## src/hdl/dcp_map.svh

```systemverilog
`ifndef DCP_MAP_SVH
`define DCP_MAP_SVH

// serial register load address of the charge enable map
`define DCP_CHARGE_EN_ADDR 8'hd0
`define DCP_CHARGE_EN_RESET 8'h00
// port 1 sits at bit 1
`define DCP_CHARGE_EN_FIRST_BIT 1
`define DCP_NUM_PORTS 3

`endif

```

## src/hdl/dcp_pkg.sv

```systemverilog
package dcp_pkg;

    // serial register write from the configuration loader
    typedef struct packed {
        logic valid;
        logic [7:0] addr;
        logic [7:0] data;
    } dcp_reg_wr_t;

    // per-port ownership of the power enable
    typedef enum logic [2:0] {
        DCP_ST_CONFIG = 3'b001,
        DCP_ST_CHARGE = 3'b010,
        DCP_ST_HUB = 3'b100
    } dcp_own_t;

endpackage

```

## src/hdl/dcp_charge_port_power.sv

```systemverilog
`timescale 1ns/1ns
`default_nettype none
`include "dcp_map.svh"

// Function
// [RULE1] port role frozen after initial configuration
// [RULE2] charging port answers query, else silent
// [RULE3] charging logic drives enable of charging ports
// [RULE4] assert charging port enable after configuration
// [RULE5] charge-owned overcurrent latches enable off until reset; the hub owner ignores the latch while port power feature is set
// [RULE6] enumeration hands enable back to hub
// [RULE7] port power feature selects enable owner
// [RULE8] overcurrent always negates enable
// [RULE9] enable register d0, bit 1 is port 1
// [RULE10] charging enable sets port power bit
// [RULE11] external controller writes map over serial port
// [RULE12] charging capability indicated per port
// [RULE13] enables low, latches clear before configuration
module dcp_charge_port_power
    import dcp_pkg::*;
#(
    parameter int NUM_PORTS = `DCP_NUM_PORTS
)
(
    // clock and reset
    input wire logic SYS_CLK_IN,
    input wire logic RST_B_IN,
    // serial register load
    input wire dcp_reg_wr_t REG_WR_IN,
    input wire logic CONFIG_DONE_IN,
    output logic [7:0] CHARGE_PORT_ENABLE_MAP_OUT,
    // hub state
    input wire logic [NUM_PORTS-1:0] HUB_PORT_POWER_FEATURE_IN,
    input wire logic [NUM_PORTS-1:0] HUB_PORT_POWER_ENABLE_IN,
    // charging query per port
    input wire logic [NUM_PORTS-1:0] CHARGE_QUERY_IN,
    output logic [NUM_PORTS-1:0] CHARGE_ACK_OUT,
    output logic [NUM_PORTS-1:0] CHARGE_CAPABLE_OUT,
    // port power pins
    input wire logic [NUM_PORTS-1:0] OVERCURRENT_SENSE_LOW_IN,
    output logic [NUM_PORTS-1:0] PORT_POWER_ENABLE_OUT,
    output logic [NUM_PORTS-1:0] OVERCURRENT_LATCHED_OUT
);

    logic [7:0] charge_map_q;
    logic [7:0] charge_map_d;
    logic cfg_done_q;
    logic cfg_done_d;
    logic [NUM_PORTS-1:0] ocl_q;
    logic [NUM_PORTS-1:0] ocl_d;
    logic [NUM_PORTS-1:0] pwr_q;
    logic [NUM_PORTS-1:0] pwr_d;
    logic [NUM_PORTS-1:0] ack_q;
    logic [NUM_PORTS-1:0] ack_d;
    logic [NUM_PORTS-1:0] charge_en;
    logic [NUM_PORTS-1:0] fault_now;
    logic map_wr;
    dcp_own_t own_q [NUM_PORTS];
    dcp_own_t own_d [NUM_PORTS];

    // map write accepted only before configuration ends
    function automatic logic map_write_hit(input dcp_reg_wr_t wr, input logic done);
        logic hit;
        hit = wr.valid && !done;
        hit = hit && (wr.addr == `DCP_CHARGE_EN_ADDR);
        return hit;
    endfunction

    // charge enable of one port, port 1 at bit 1
    function automatic logic map_bit(input logic [7:0] map, input int port);
        logic bit_val;
        bit_val = map[port + `DCP_CHARGE_EN_FIRST_BIT];
        return bit_val;
    endfunction

    // enable as the hub logic wants it
    function automatic logic hub_drive(input logic feature, input logic hub_en, input logic ocs_low);
        logic on;
        on = feature && hub_en;
        on = on && ocs_low;
        return on;
    endfunction

    // enable as the charging logic wants it
    function automatic logic charge_drive(input logic latched, input logic ocs_low, input logic feature);
        logic on;
        on = !latched && ocs_low;
        on = on && !feature;
        return on;
    endfunction

    // decode of map and fault pins
    always_comb
    begin
        map_wr = map_write_hit(REG_WR_IN, cfg_done_q);
        // [RULE9] [RULE12] bit 1 is port 1
        for (int i = 0; i < NUM_PORTS; i++)
        begin
            charge_en[i] = map_bit(charge_map_q, i);
            fault_now[i] = !OVERCURRENT_SENSE_LOW_IN[i];
        end
    end

    // charge enable map
    always_comb
    begin
        charge_map_d = charge_map_q;
        // [RULE1] [RULE11] writes refused once configured
        if (map_wr)
        begin
            charge_map_d = REG_WR_IN.data;
        end
    end

    always_ff @(posedge SYS_CLK_IN or negedge RST_B_IN)
    begin
        if (!RST_B_IN)
        begin
            charge_map_q <= `DCP_CHARGE_EN_RESET;
        end
        else
        begin
            charge_map_q <= charge_map_d;
        end
    end

    // sticky end of initial configuration
    always_comb
    begin
        cfg_done_d = cfg_done_q | CONFIG_DONE_IN;
    end

    always_ff @(posedge SYS_CLK_IN or negedge RST_B_IN)
    begin
        if (!RST_B_IN)
        begin
            cfg_done_q <= 1'b0;
        end
        else
        begin
            cfg_done_q <= cfg_done_d;
        end
    end

    // per-port owner of the power enable
    always_comb
    begin
        for (int i = 0; i < NUM_PORTS; i++)
        begin
            own_d[i] = own_q[i];
            case (own_q[i])
                DCP_ST_CONFIG:
                begin
                    // [RULE13] held off until configured
                    if (cfg_done_q)
                    begin
                        own_d[i] = charge_en[i] ? DCP_ST_CHARGE : DCP_ST_HUB;
                    end
                end
                DCP_ST_CHARGE:
                begin
                    // [RULE6] [RULE7] feature set hands over to hub
                    if (HUB_PORT_POWER_FEATURE_IN[i])
                    begin
                        own_d[i] = DCP_ST_HUB;
                    end
                end
                DCP_ST_HUB:
                begin
                    // [RULE7] feature cleared returns charging ports
                    if (!HUB_PORT_POWER_FEATURE_IN[i] && charge_en[i])
                    begin
                        own_d[i] = DCP_ST_CHARGE;
                    end
                end
                default:
                begin
                    own_d[i] = DCP_ST_CONFIG;
                end
            endcase
        end
    end

    always_ff @(posedge SYS_CLK_IN or negedge RST_B_IN)
    begin
        if (!RST_B_IN)
        begin
            for (int i = 0; i < NUM_PORTS; i++)
            begin
                own_q[i] <= DCP_ST_CONFIG;
            end
        end
        else
        begin
            for (int i = 0; i < NUM_PORTS; i++)
            begin
                own_q[i] <= own_d[i];
            end
        end
    end

    // overcurrent latch, cleared only by reset
    always_comb
    begin
        ocl_d = ocl_q;
        for (int i = 0; i < NUM_PORTS; i++)
        begin
            // [RULE5] sticky overcurrent under charge control
            if (own_q[i] == DCP_ST_CHARGE && fault_now[i])
            begin
                ocl_d[i] = 1'b1;
            end
        end
    end

    always_ff @(posedge SYS_CLK_IN or negedge RST_B_IN)
    begin
        if (!RST_B_IN)
        begin
            ocl_q <= '0;
        end
        else
        begin
            ocl_q <= ocl_d;
        end
    end

    // port power enable
    always_comb
    begin
        pwr_d = '0;
        for (int i = 0; i < NUM_PORTS; i++)
        begin
            case (own_q[i])
                DCP_ST_CHARGE:
                begin
                    // [RULE3] [RULE4] [RULE10] charging logic drives enable
                    pwr_d[i] = charge_drive(ocl_q[i], OVERCURRENT_SENSE_LOW_IN[i], HUB_PORT_POWER_FEATURE_IN[i]);
                end
                DCP_ST_HUB:
                begin
                    // [RULE8] overcurrent negates hub control too
                    pwr_d[i] = hub_drive(HUB_PORT_POWER_FEATURE_IN[i], HUB_PORT_POWER_ENABLE_IN[i],
                        OVERCURRENT_SENSE_LOW_IN[i]);
                    // [RULE7] feature cleared gives charging ports back
                    if (charge_en[i] && !HUB_PORT_POWER_FEATURE_IN[i])
                    begin
                        pwr_d[i] = charge_drive(ocl_q[i], OVERCURRENT_SENSE_LOW_IN[i], 1'b0);
                    end
                end
                default:
                begin
                    // [RULE13] off until configured
                    pwr_d[i] = 1'b0;
                end
            endcase
        end
    end

    always_ff @(posedge SYS_CLK_IN or negedge RST_B_IN)
    begin
        if (!RST_B_IN)
        begin
            pwr_q <= '0;
        end
        else
        begin
            pwr_q <= pwr_d;
        end
    end

    // charging query answer
    always_comb
    begin
        for (int i = 0; i < NUM_PORTS; i++)
        begin
            // [RULE2] answer only on charging ports
            ack_d[i] = CHARGE_QUERY_IN[i] && cfg_done_q && charge_en[i];
        end
    end

    always_ff @(posedge SYS_CLK_IN or negedge RST_B_IN)
    begin
        if (!RST_B_IN)
        begin
            ack_q <= '0;
        end
        else
        begin
            ack_q <= ack_d;
        end
    end

    assign CHARGE_PORT_ENABLE_MAP_OUT = charge_map_q;
    assign PORT_POWER_ENABLE_OUT = pwr_q;
    assign CHARGE_ACK_OUT = ack_q;
    assign CHARGE_CAPABLE_OUT = charge_en & {NUM_PORTS{cfg_done_q}};
    assign OVERCURRENT_LATCHED_OUT = ocl_q;

endmodule

`default_nettype wire

```

## config.mk

```make
export PLATFORM = sky130hd
export DESIGN_NAME = dcp_charge_port_power
export DESIGN_NICKNAME = d
export VERILOG_FILES = /design/src/hdl/dcp_pkg.sv /design/src/hdl/dcp_charge_port_power.sv
export VERILOG_INCLUDE_DIRS = /design/src /design/src/hdl
export SDC_FILE = /design/constraint.sdc
export NUM_CORES = 1
export LEC_CHECK = 0
export BUFFER_PORTS_ARGS = -buffer_cell sky130_fd_sc_hd__buf_2
export CAP_MARGIN = 20
export CORE_MARGIN = 5
export CORE_UTILIZATION = 42
export DETAILED_ROUTE_END_ITERATION = 6
export HOLD_SLACK_MARGIN = 0.1
export PLACE_DENSITY = 0.83
export SKIP_CTS_REPAIR_TIMING = 1
export SLEW_MARGIN = 20
export SYNTH_ARGS = -nofsm -noshare
export SYNTH_HDL_FRONTEND = slang
export SYNTH_SLANG_ARGS = --single-unit
```

## constraint.sdc

```tcl
create_clock -name SYS_CLK_IN -period 1.4 [get_ports SYS_CLK_IN]
set_clock_uncertainty 0.05 [all_clocks]
set_input_delay 0.14 -clock SYS_CLK_IN [delete_from_list [all_inputs] [get_ports SYS_CLK_IN]]
set_output_delay 0.14 -clock SYS_CLK_IN [all_outputs]
set_load 0.02 [all_outputs]
```

==> results.yml, run 1 <==
pwr:
  powerDensity_mw_per_mm2: 1020
  leakage_nw: 0.986
  ir_worst_vdd_v: 0.000700
critical_path:
  r2r_cells: 3
  r2r_start: "cfg_done_q"
  r2r_end: "CHARGE_PORT_ENABLE_MAP_OUT[6]"
  crit_required_ns: 1.58
  critPathLaunch: "cfg_done_q"
  path_class: "flip-flop to flip-flop"
  critPathMaxFanout: 8
  worst_ep_arrival_time_ns: 1.65
  startpoint_type: "flip-flop"
  reg2reg_setup_slack_ns: -0.07
  cp-end-kind: "flip-flop"
layout:
  fillCellCount: 245
  syn_to_final_growth_pct: 46.7
  stdcell_count: 223
  fin_nets: 223
  multi_input_area_um2: 573
  seqCellArea_um2: 679
  drive_above_1_share_pct: 41.6
  antennaDiodeCount: 0
status:
  status: "finished with violations"
  violations: "negative setup slack"
place:
  io_buffer_count: 51
  place_congestion: 0.775
  dp_cells: 195
  hpwl_um: 2360
  dp_slack_ns: -0.101
synthesis:
  netlist_area_mm2: 0.00128
  synth_top_area_share_pct: 46.9
  synth_cells: 111
  ys_types: 37
  syn-num-nets: 143
  yosysSeqAreaShare_pct: 53.1
  yosys.area.top_type: "dfrtp_1"
  ys_top_cells_by_area: "dfrtp_1 (47%), dfstp_2 (6.2%), mux2_2 (6.2%), nor4b_4 (3.7%), o21ai_0 (3.1%)"
  synth_warnings: 0
  avgSynthCellArea_um2: 11.5
  ys_ff_latch: 27
timing:
  worst_hold_slack_ns: 0.241
  finalCritPeriodShare_pct: 105
  finalMaxSlewViolations: 0
  finalHoldViolCount: 0
  relSlewSlack_pct: 60.1
  setup_ws_ns: -0.0710
  fmax_mhz: 680
  period_needed_ns: 1.47
  finalSetupViolations: 8
  rsz0062_at_grt: "yes"
  worst_pin_slew_ns: 0.599
worst_hold_path:
  hold-path-cell-count: 3
  holdCritPathClass: "input port to flip-flop"
  holdPathEnd: "CHARGE_PORT_ENABLE_MAP_OUT[6]"
  hold_start: "REG_WR_IN[14]"
detailed_routing:
  vias_per_cell: 5.28
  wl_per_cell_um: 16.2
  dr.pass1.iters: 4
  drt_iter0_drc: 30
  drt-total-wl_um: 3600
  ant_nets: 0
  drc: 0
  num_vias: 1178
cts:
  insertion_delay_ns: 0.32
  clk_pin_slew_ns: 0.15
  tritoncts: "yes"
  cts_num_sinks: 27
  cts_max_path_buffers: 2
  htreeDepth: 1
  root_buffer: "clkbuf_4"
  cts_buffers: 3
grt:
  grt_max_degree: 28
  grt-ovfl-total: 0
  antenna_found_initial: 0
  grtUsageTotal_pct: 16.1
  grt_pass1_vias: 1153
  grt_first_pass_wirelength_um: 5370
floorplan:
  fp-row-count: 20
  fp.dieW_um: 65.2
  ios: 52
  dieArea_mm2: 0.00425
  initial_core_util_pct: 43.0
  die_y_um: 65.2
  core_mm2: 0.00298
flow_run:
  maxCapViolations: 0
[cell families after synthesis]
logic type	Yosys count	share of synthesized area (%)
XOR/XNOR	2	1.37
buffers and inverters	9	2.74
flip-flops	27	53.1
AND/OR/NAND/NOR	40	22.9
multiplexers	8	7.33
AO/OA/AOI/OAI	25	12.6
[metrics by stage]
| stage | cell area, µm² | utilization [%] | power, mW | TNS [ns] |
|---|---|---|---|---|
| finish | 1880 | 63.1 | 1.92 | -0.453 |
| CTS | 1610 | 54.2 | 1.87 | -0.910 |
| floorplan | 1280 | - | 1.35 | 0 |
| global route | 1880 | 63.1 | 2.05 | -1.12 |
| detailed placement | 1590 | 53.3 | 1.53 | -0.660 |
| global placement | 1590 | 53.3 | 1.48 | -0.0296 |
[cells in the final DEF, fill, tap and decap left out, types with 3 or more instances in the layout]
cell type / instances
a21oi_1: 3
and2_4: 3
and3_1: 3
and3b_1: 3
buf_2: 48
buf_4: 4
buf_6: 4
clkbuf_4: 3
dfrtp_1: 24
dfstp_2: 3
dlygate4sd3_1: 22
inv_1: 6
mux2_2: 7
nand3_1: 4
nor2_1: 7
nor2b_1: 5
o21ai_0: 8
o31ai_1: 3
[routing by layer]
layer	part of all wire [%]	GRT usage [%]
met1	37	19.5
met2	55	29.1
met3	6.0	2.91
met4	1.6	4.66
met5	0	0
[how the worst max path moves through the flow]
stage | end | slack (ns) | cells past startpoint
6_report | CHARGE_PORT_ENABLE_MAP_OUT[6] | -0.07 | 3
3_3_place_gp | CHARGE_PORT_ENABLE_MAP_OUT[6] | -0.02 | 3
4_1_cts | CHARGE_PORT_ENABLE_MAP_OUT[6] | -0.10 | 3
3_5_place_dp | CHARGE_PORT_ENABLE_MAP_OUT[6] | -0.10 | 3
5_1_grt | CHARGE_PORT_ENABLE_MAP_OUT[6] | -0.14 | 3
2_1_floorplan | CHARGE_PORT_ENABLE_MAP_OUT[6] | 0.02 | 3
[cell type report]
type                            instances  share of cell area [%]
Tap cell                               33                    2.20
Sequential cell                        27                    36.2
Multi-Input combinational cell         75                    30.5
Inverter                                6                    1.20
Clock buffer                            4                    1.40
Timing Repair Buffer                   78                    28.5
[power by group]
part | internal [mW] | switching [mW] | total [mW]
Combinational | 0.262 | 0.240 | 0.502
Clock | 0.112 | 0.233 | 0.345
Sequential | 0.916 | 0.156 | 1.07
Total | 1.29 | 0.629 | 1.92
[synthesized netlist by cell type]
| library cell | instances |
|---|---|
| buf_2 | 1 |
| mux2_2 | 7 |
| nor3b_1 | 1 |
| a22oi_1 | 2 |
| o21ai_0 | 8 |
| a211o_1 | 1 |
| a211oi_1 | 1 |
| a21boi_0 | 1 |
| nor4b_4 | 2 |
| nand4b_1 | 1 |
| nand4_4 | 1 |
| and3b_1 | 3 |
| mux2_4 | 1 |
| and3_1 | 3 |
| dfrtp_1 | 24 |
| a31oi_1 | 1 |
| or2_2 | 2 |
| a21o_1 | 1 |
| nand2_1 | 2 |
| inv_1 | 6 |
| nand3_1 | 4 |
| and2_1 | 3 |
| nand3b_1 | 2 |
| nor4bb_1 | 1 |
| nor2b_1 | 5 |
| dfstp_2 | 3 |
| nand2b_1 | 2 |
| nor2_1 | 7 |
| nor4b_1 | 1 |
| o21a_1 | 1 |
| xor2_1 | 2 |
| o31ai_1 | 3 |
| a21oi_1 | 3 |
| o32ai_1 | 1 |
| a31o_2 | 1 |
| clkbuf_1 | 2 |
| o22ai_1 | 1 |
[state kept, by name, summed over array words and instances (netlist names)]
signal / flops
CHARGE_PORT_ENABLE_MAP_OUT: 8
PORT_POWER_ENABLE_OUT: 3
CHARGE_ACK_OUT: 3
cfg_done_q: 1
own_q: 9
OVERCURRENT_LATCHED_OUT: 3
[critical path, cell delays in order, from the launching register on]
cell	delay (ns)
dfrtp_1	0.44
nor4b_4	0.30
nand4_4	0.24
mux2_4	0.35
No activity file was read; power rests on OpenSTA's default activity.
==> inputs of run 2 (changes only) <==
--- a/config.mk
+++ b/config.mk
@@ -8,8 +8,10 @@
 export LEC_CHECK = 0
 export BUFFER_PORTS_ARGS = -buffer_cell sky130_fd_sc_hd__buf_2
 export CAP_MARGIN = 20
+export CELL_PAD_IN_SITES_DETAIL_PLACEMENT = 0
+export CELL_PAD_IN_SITES_GLOBAL_PLACEMENT = 1
 export CORE_MARGIN = 5
-export CORE_UTILIZATION = 42
+export CORE_UTILIZATION = 32
 export DETAILED_ROUTE_END_ITERATION = 6
 export HOLD_SLACK_MARGIN = 0.1
 export PLACE_DENSITY = 0.83
==> run 2 against run 1 <==
Against the previous run:
- the flow still finishes with violations (negative setup slack)
- via count decreased by 6.5%
- global-route usage shrank 4.5 points
- power grew 3.3%
- sequential share of layout area grew 0.81 points
- critical endpoint unchanged
==> results.yml, run 2 (same netlist as run 1, synthesis figures left out) <==
detailed_routing:
  drc: 0
  dr.pass1.iters: 4
  drt-total-wl_um: 3200
  num_vias: 1101
  ant_nets: 0
  vias_per_cell: 4.69
  wl_per_cell_um: 13.6
  drt_iter0_drc: 33
layout:
  final_common_cell: "buf_2"
  final_cell_mix: "buf_2 (51), dfrtp_1 (24), dlygate4sd3_1 (18)"
  largest_reg_flops: 9
  drive_above_1_share_pct: 40.8
  regMostFlops: "own_q"
  fin_nets: 217
  syn_to_final_growth_pct: 43.5
cts:
  clk_pin_slew_ns: 0.09
  cts_buffers: 3
  cts_max_path_buffers: 2
  root_buffer: "clkbuf_8"
  tritoncts: "yes"
  insertion_delay_ns: 0.27
  cts_num_sinks: 27
  htreeDepth: 1
worst_hold_path:
  holdCritPathClass: "input port to flip-flop"
  hold_start: "OVERCURRENT_SENSE_LOW_IN[0]"
  hold-path-cell-count: 3
  holdPathEnd: "PORT_POWER_ENABLE_OUT[0]"
status:
  violations: "negative setup slack"
  status: "finished with violations"
floorplan:
  fp-row-count: 23
  ios: 52
  fp.dieW_um: 73.2
  core_mm2: 0.00394
  die_y_um: 73.2
  initial_core_util_pct: 32.5
  dieArea_mm2: 0.00536
pwr:
  leakage_nw: 0.963
  p_total_mw: 1.98
  powerDensity_mw_per_mm2: 1080
  ir_worst_vdd_v: 0.000520
critical_path:
  r2r_end: "CHARGE_PORT_ENABLE_MAP_OUT[6]"
  r2r_start: "cfg_done_q"
  crit_required_ns: 1.51
  reg2reg_setup_slack_ns: -0.007
  startpoint_type: "flip-flop"
  worst_ep_arrival_time_ns: 1.52
  r2r_cells: 3
  cp-end-kind: "flip-flop"
  path_class: "flip-flop to flip-flop"
  critPathMaxFanout: 8
grt:
  grt_max_degree: 28
  grt_pass1_vias: 1097
  met3_usage_pct: 0.689
  met2_usage_pct: 21.2
  grt_first_pass_wirelength_um: 5060
  grtUsageTotal_pct: 11.7
  antenna_found_initial: 0
  use_met1_pct: 14.9
  busiest_layer: "met2"
  grt-ovfl-total: 0
timing:
  relSlewSlack_pct: 61.7
  finalHoldViolCount: 0
  setup_ws_ns: -0.00737
  finalMaxSlewViolations: 0
  rsz0062_at_grt: "yes"
  fmax_mhz: 711
  finalCritPeriodShare_pct: 101
  worst_pin_slew_ns: 0.575
  finalSetupViolations: 1
  period_needed_ns: 1.41
place:
  dp_slack_ns: -0.0860
  place_congestion: 0.770
  hpwl_um: 2350
  io_buffer_count: 51
flow_run:
  maxCapViolations: 0
[run 2: metal layers]
layer  wire (µm)  vias to the layer above  part of all wire [%]
met3         193                        2                   6.0
met4          33                        0                   1.0
met2        1660                       33                    52
met1        1310                      524                    41
met5           0                        -                     0
li1            -                      542                     -
[run 2: through the flow]
step	TNS, ns	utilization [%]	area, µm²	hold slack (ns)	instances
6_report	-0.00737	46.6	1840	0.100	235
5_1_grt	-0.774	46.5	1830	0.109	234
4_1_cts	-0.598	42.0	1650	-0.169	216
3_5_place_dp	-0.474	40.8	1610	0.132	212
3_3_place_gp	-0.0213	40.8	1610	0.125	212
2_1_floorplan	0	-	1280	-0.206	111
[run 2: how the worst max path moves through the flow]
| stage | start | to | slack (ns) |
|---|---|---|---|
| detailed placement | cfg_done_q | CHARGE_PORT_ENABLE_MAP_OUT[6] | -0.09 |
| global route | cfg_done_q | CHARGE_PORT_ENABLE_MAP_OUT[6] | -0.11 |
| finish | cfg_done_q | CHARGE_PORT_ENABLE_MAP_OUT[6] | -0.007 |
| floorplan | cfg_done_q | CHARGE_PORT_ENABLE_MAP_OUT[6] | 0.02 |
| CTS | cfg_done_q | CHARGE_PORT_ENABLE_MAP_OUT[6] | -0.1 |
| global placement | cfg_done_q | CHARGE_PORT_ENABLE_MAP_OUT[6] | -0.02 |
[run 2: where the power goes]
part	switching [mW]	internal [mW]	total [mW]
logic	0.231	0.254	0.485
registers	0.147	0.916	1.06
clock network	0.235	0.199	0.434
total	0.613	1.37	1.98
[run 2: layout make-up]
class | instances | area [µm²]
inverters | 6 | 22.5
fillers | 373 | 2110
flip-flops and latches | 27 | 679
clock inverters | 1 | 5.00
diodes | 1 | 2.50
well taps | 50 | 62.6
clock buffers | 3 | 41.3
multi-input cells | 75 | 566
repair buffers | 72 | 458
[run 2: critical path, cell delays in order (launching register included)]
cell and delay (ns):
dfrtp_1 0.42, nor4b_4 0.27, nand4_4 0.21, mux2_4 0.35
==> inputs of run 3 (changes only) <==
==> constraint.sdc (replaced) <==
create_clock -name SYS_CLK_IN -period 1.2 [get_ports SYS_CLK_IN]
set_clock_uncertainty 0.05 [all_clocks]
set_input_delay 0.12 -clock SYS_CLK_IN [delete_from_list [all_inputs] [get_ports SYS_CLK_IN]]
set_output_delay 0.12 -clock SYS_CLK_IN [all_outputs]
set_load 0.02 [all_outputs]
==> run 3 against run 2 <==
Against the previous run:
- worst hold slack better by 0.0072 ns
- non-clock buffer count grew 8
- die area unchanged
- cell count is 3.0% higher
- first-iteration DRC count is 6.1% lower
- critical path type unchanged
- the run still ends with negative setup slack left
- power up 27%
- sequential power up 16%
==> results.yml, run 3 (same netlist as run 1, synthesis figures left out) <==
cts:
  root_buffer: "clkbuf_8"
  clk_pin_slew_ns: 0.10
  tritoncts: "yes"
  cts_buffers: 3
  insertion_delay_ns: 0.27
  cts_num_sinks: 27
  htreeDepth: 1
  cts_max_path_buffers: 2
timing:
  finalSetupViolations: 14
  rsz0062_at_grt: "yes"
  worst_pin_slew_ns: 0.601
  finalMaxSlewViolations: 0
  finalCritPeriodShare_pct: 116
  fmax_mhz: 718
  setup_ws_ns: -0.193
  worst_hold_slack_ns: 0.107
  finalSetupTns_ns: -1.91
  period_needed_ns: 1.39
  relSlewSlack_pct: 59.9
  finalHoldViolCount: 0
critical_path:
  r2r_cells: 3
  r2r_start: "cfg_done_q"
  critPathLaunch: "cfg_done_q"
  critPathMaxFanout: 8
  startpoint_type: "flip-flop"
  critPathCapture: "CHARGE_PORT_ENABLE_MAP_OUT[6]"
  r2r_end: "CHARGE_PORT_ENABLE_MAP_OUT[6]"
  crit_required_ns: 1.31
  reg2reg_setup_slack_ns: -0.19
  path_class: "flip-flop to flip-flop"
  cp-end-kind: "flip-flop"
  worst_ep_arrival_time_ns: 1.50
detailed_routing:
  drc: 0
  vias_per_cell: 4.77
  drt_iter0_drc: 31
  wl_per_cell_um: 13.9
  num_vias: 1154
  drt-total-wl_um: 3370
  dr.pass1.iters: 4
  ant_nets: 0
grt:
  grt_first_pass_wirelength_um: 5020
  grt_pass1_vias: 1181
  grt_max_degree: 28
  grt-ovfl-total: 0
  grtUsageTotal_pct: 11.9
  antenna_found_initial: 0
floorplan:
  ios: 52
  dieArea_mm2: 0.00536
  die_y_um: 73.2
  initial_core_util_pct: 32.5
  core_mm2: 0.00394
  fp-row-count: 23
  fp.dieW_um: 73.2
layout:
  drive_above_1_share_pct: 43.8
  largest_reg_flops: 9
  regMostFlops: "own_q"
  seqCellArea_um2: 679
  syn_to_final_growth_pct: 50.3
  final_cell_mix: "buf_2 (51), dfrtp_1 (24), dlygate4sd3_1 (21)"
  final_common_cell: "buf_2"
  fin_nets: 225
  design_area_mm2: 0.00192
  antennaDiodeCount: 0
  stdcell_count: 242
  fillCellCount: 354
  multi_input_area_um2: 582
place:
  dp_cells: 213
  place_congestion: 0.805
  hpwl_um: 2430
  io_buffer_count: 51
  place_area_mm2: 0.00162
  dp_slack_ns: -0.210
pwr:
  powerDensity_mw_per_mm2: 1300
  leakage_nw: 0.998
  ir_worst_vdd_v: 0.000758
status:
  status: "finished with violations"
  violations: "negative setup slack"
worst_hold_path:
  holdCritPathClass: "input port to flip-flop"
flow_run:
  maxCapViolations: 0
-- run 3: cell count changes in the layout (fill, tap and decap cells not counted), sizes merged --
| cell | change |
|---|---|
| buf | +5 |
| clkinv | -1 |
| clkinvlp | +1 |
| diode | -1 |
| dlygate4sd3 | +3 |
-- run 3: worst min path at each step --
stage | start | to | slack, ns | cells after the start
2_1_floorplan | RST_B_IN | CHARGE_ACK_OUT[0] | -0.23 | 0
3_3_place_gp | RST_B_IN | own_q[7] | 0.10 | 1
3_5_place_dp | RST_B_IN | own_q[7] | 0.11 | 1
4_1_cts | RST_B_IN | own_q[2] | -0.19 | 1
5_1_grt | HUB_PORT_POWER_ENABLE_IN[0] | PORT_POWER_ENABLE_OUT[0] | 0.10 | 3
6_report | HUB_PORT_POWER_ENABLE_IN[0] | PORT_POWER_ENABLE_OUT[0] | 0.11 | 3
-- run 3: stage by stage --
step                      util, %  power (mW)
after CTS                    42.2        2.33
after global routing         48.8        2.67
after detailed placement     41.0        1.81
after global placement       41.0        1.76
after floorplan                 -        1.58
final                        48.8        2.51
-- run 3: final cells by class --
class	count	share of cell area, %
clock inverter	1	0.390
inverter	6	1.17
sequential	27	35.3
tap	50	3.25
multi-input combinational	75	30.2
clock buffer	3	2.15
timing repair buffer	80	27.5
-- run 3: critical path, cell delays in order, from the launching register on --
cell,delay [ns]
dfrtp_1,0.42
nor4b_4,0.26
nand4_4,0.21
mux2_4,0.35
-- run 3: power breakdown --
part / total [mW] / switching, mW / internal [mW]
combinational: 0.768 / 0.335 / 0.433
clock: 0.514 / 0.279 / 0.235
sequential: 1.23 / 0.157 / 1.07
-- run 3: per-layer routing --
layer | vias up | GRT usage, % | routed length (µm)
li1 | 559 | - | -
met1 | 547 | 13.0 | 1390
met2 | 40 | 21.5 | 1690
met3 | 8 | 2.07 | 206
met4 | 0 | 6.15 | 82
met5 | - | 0 | 0
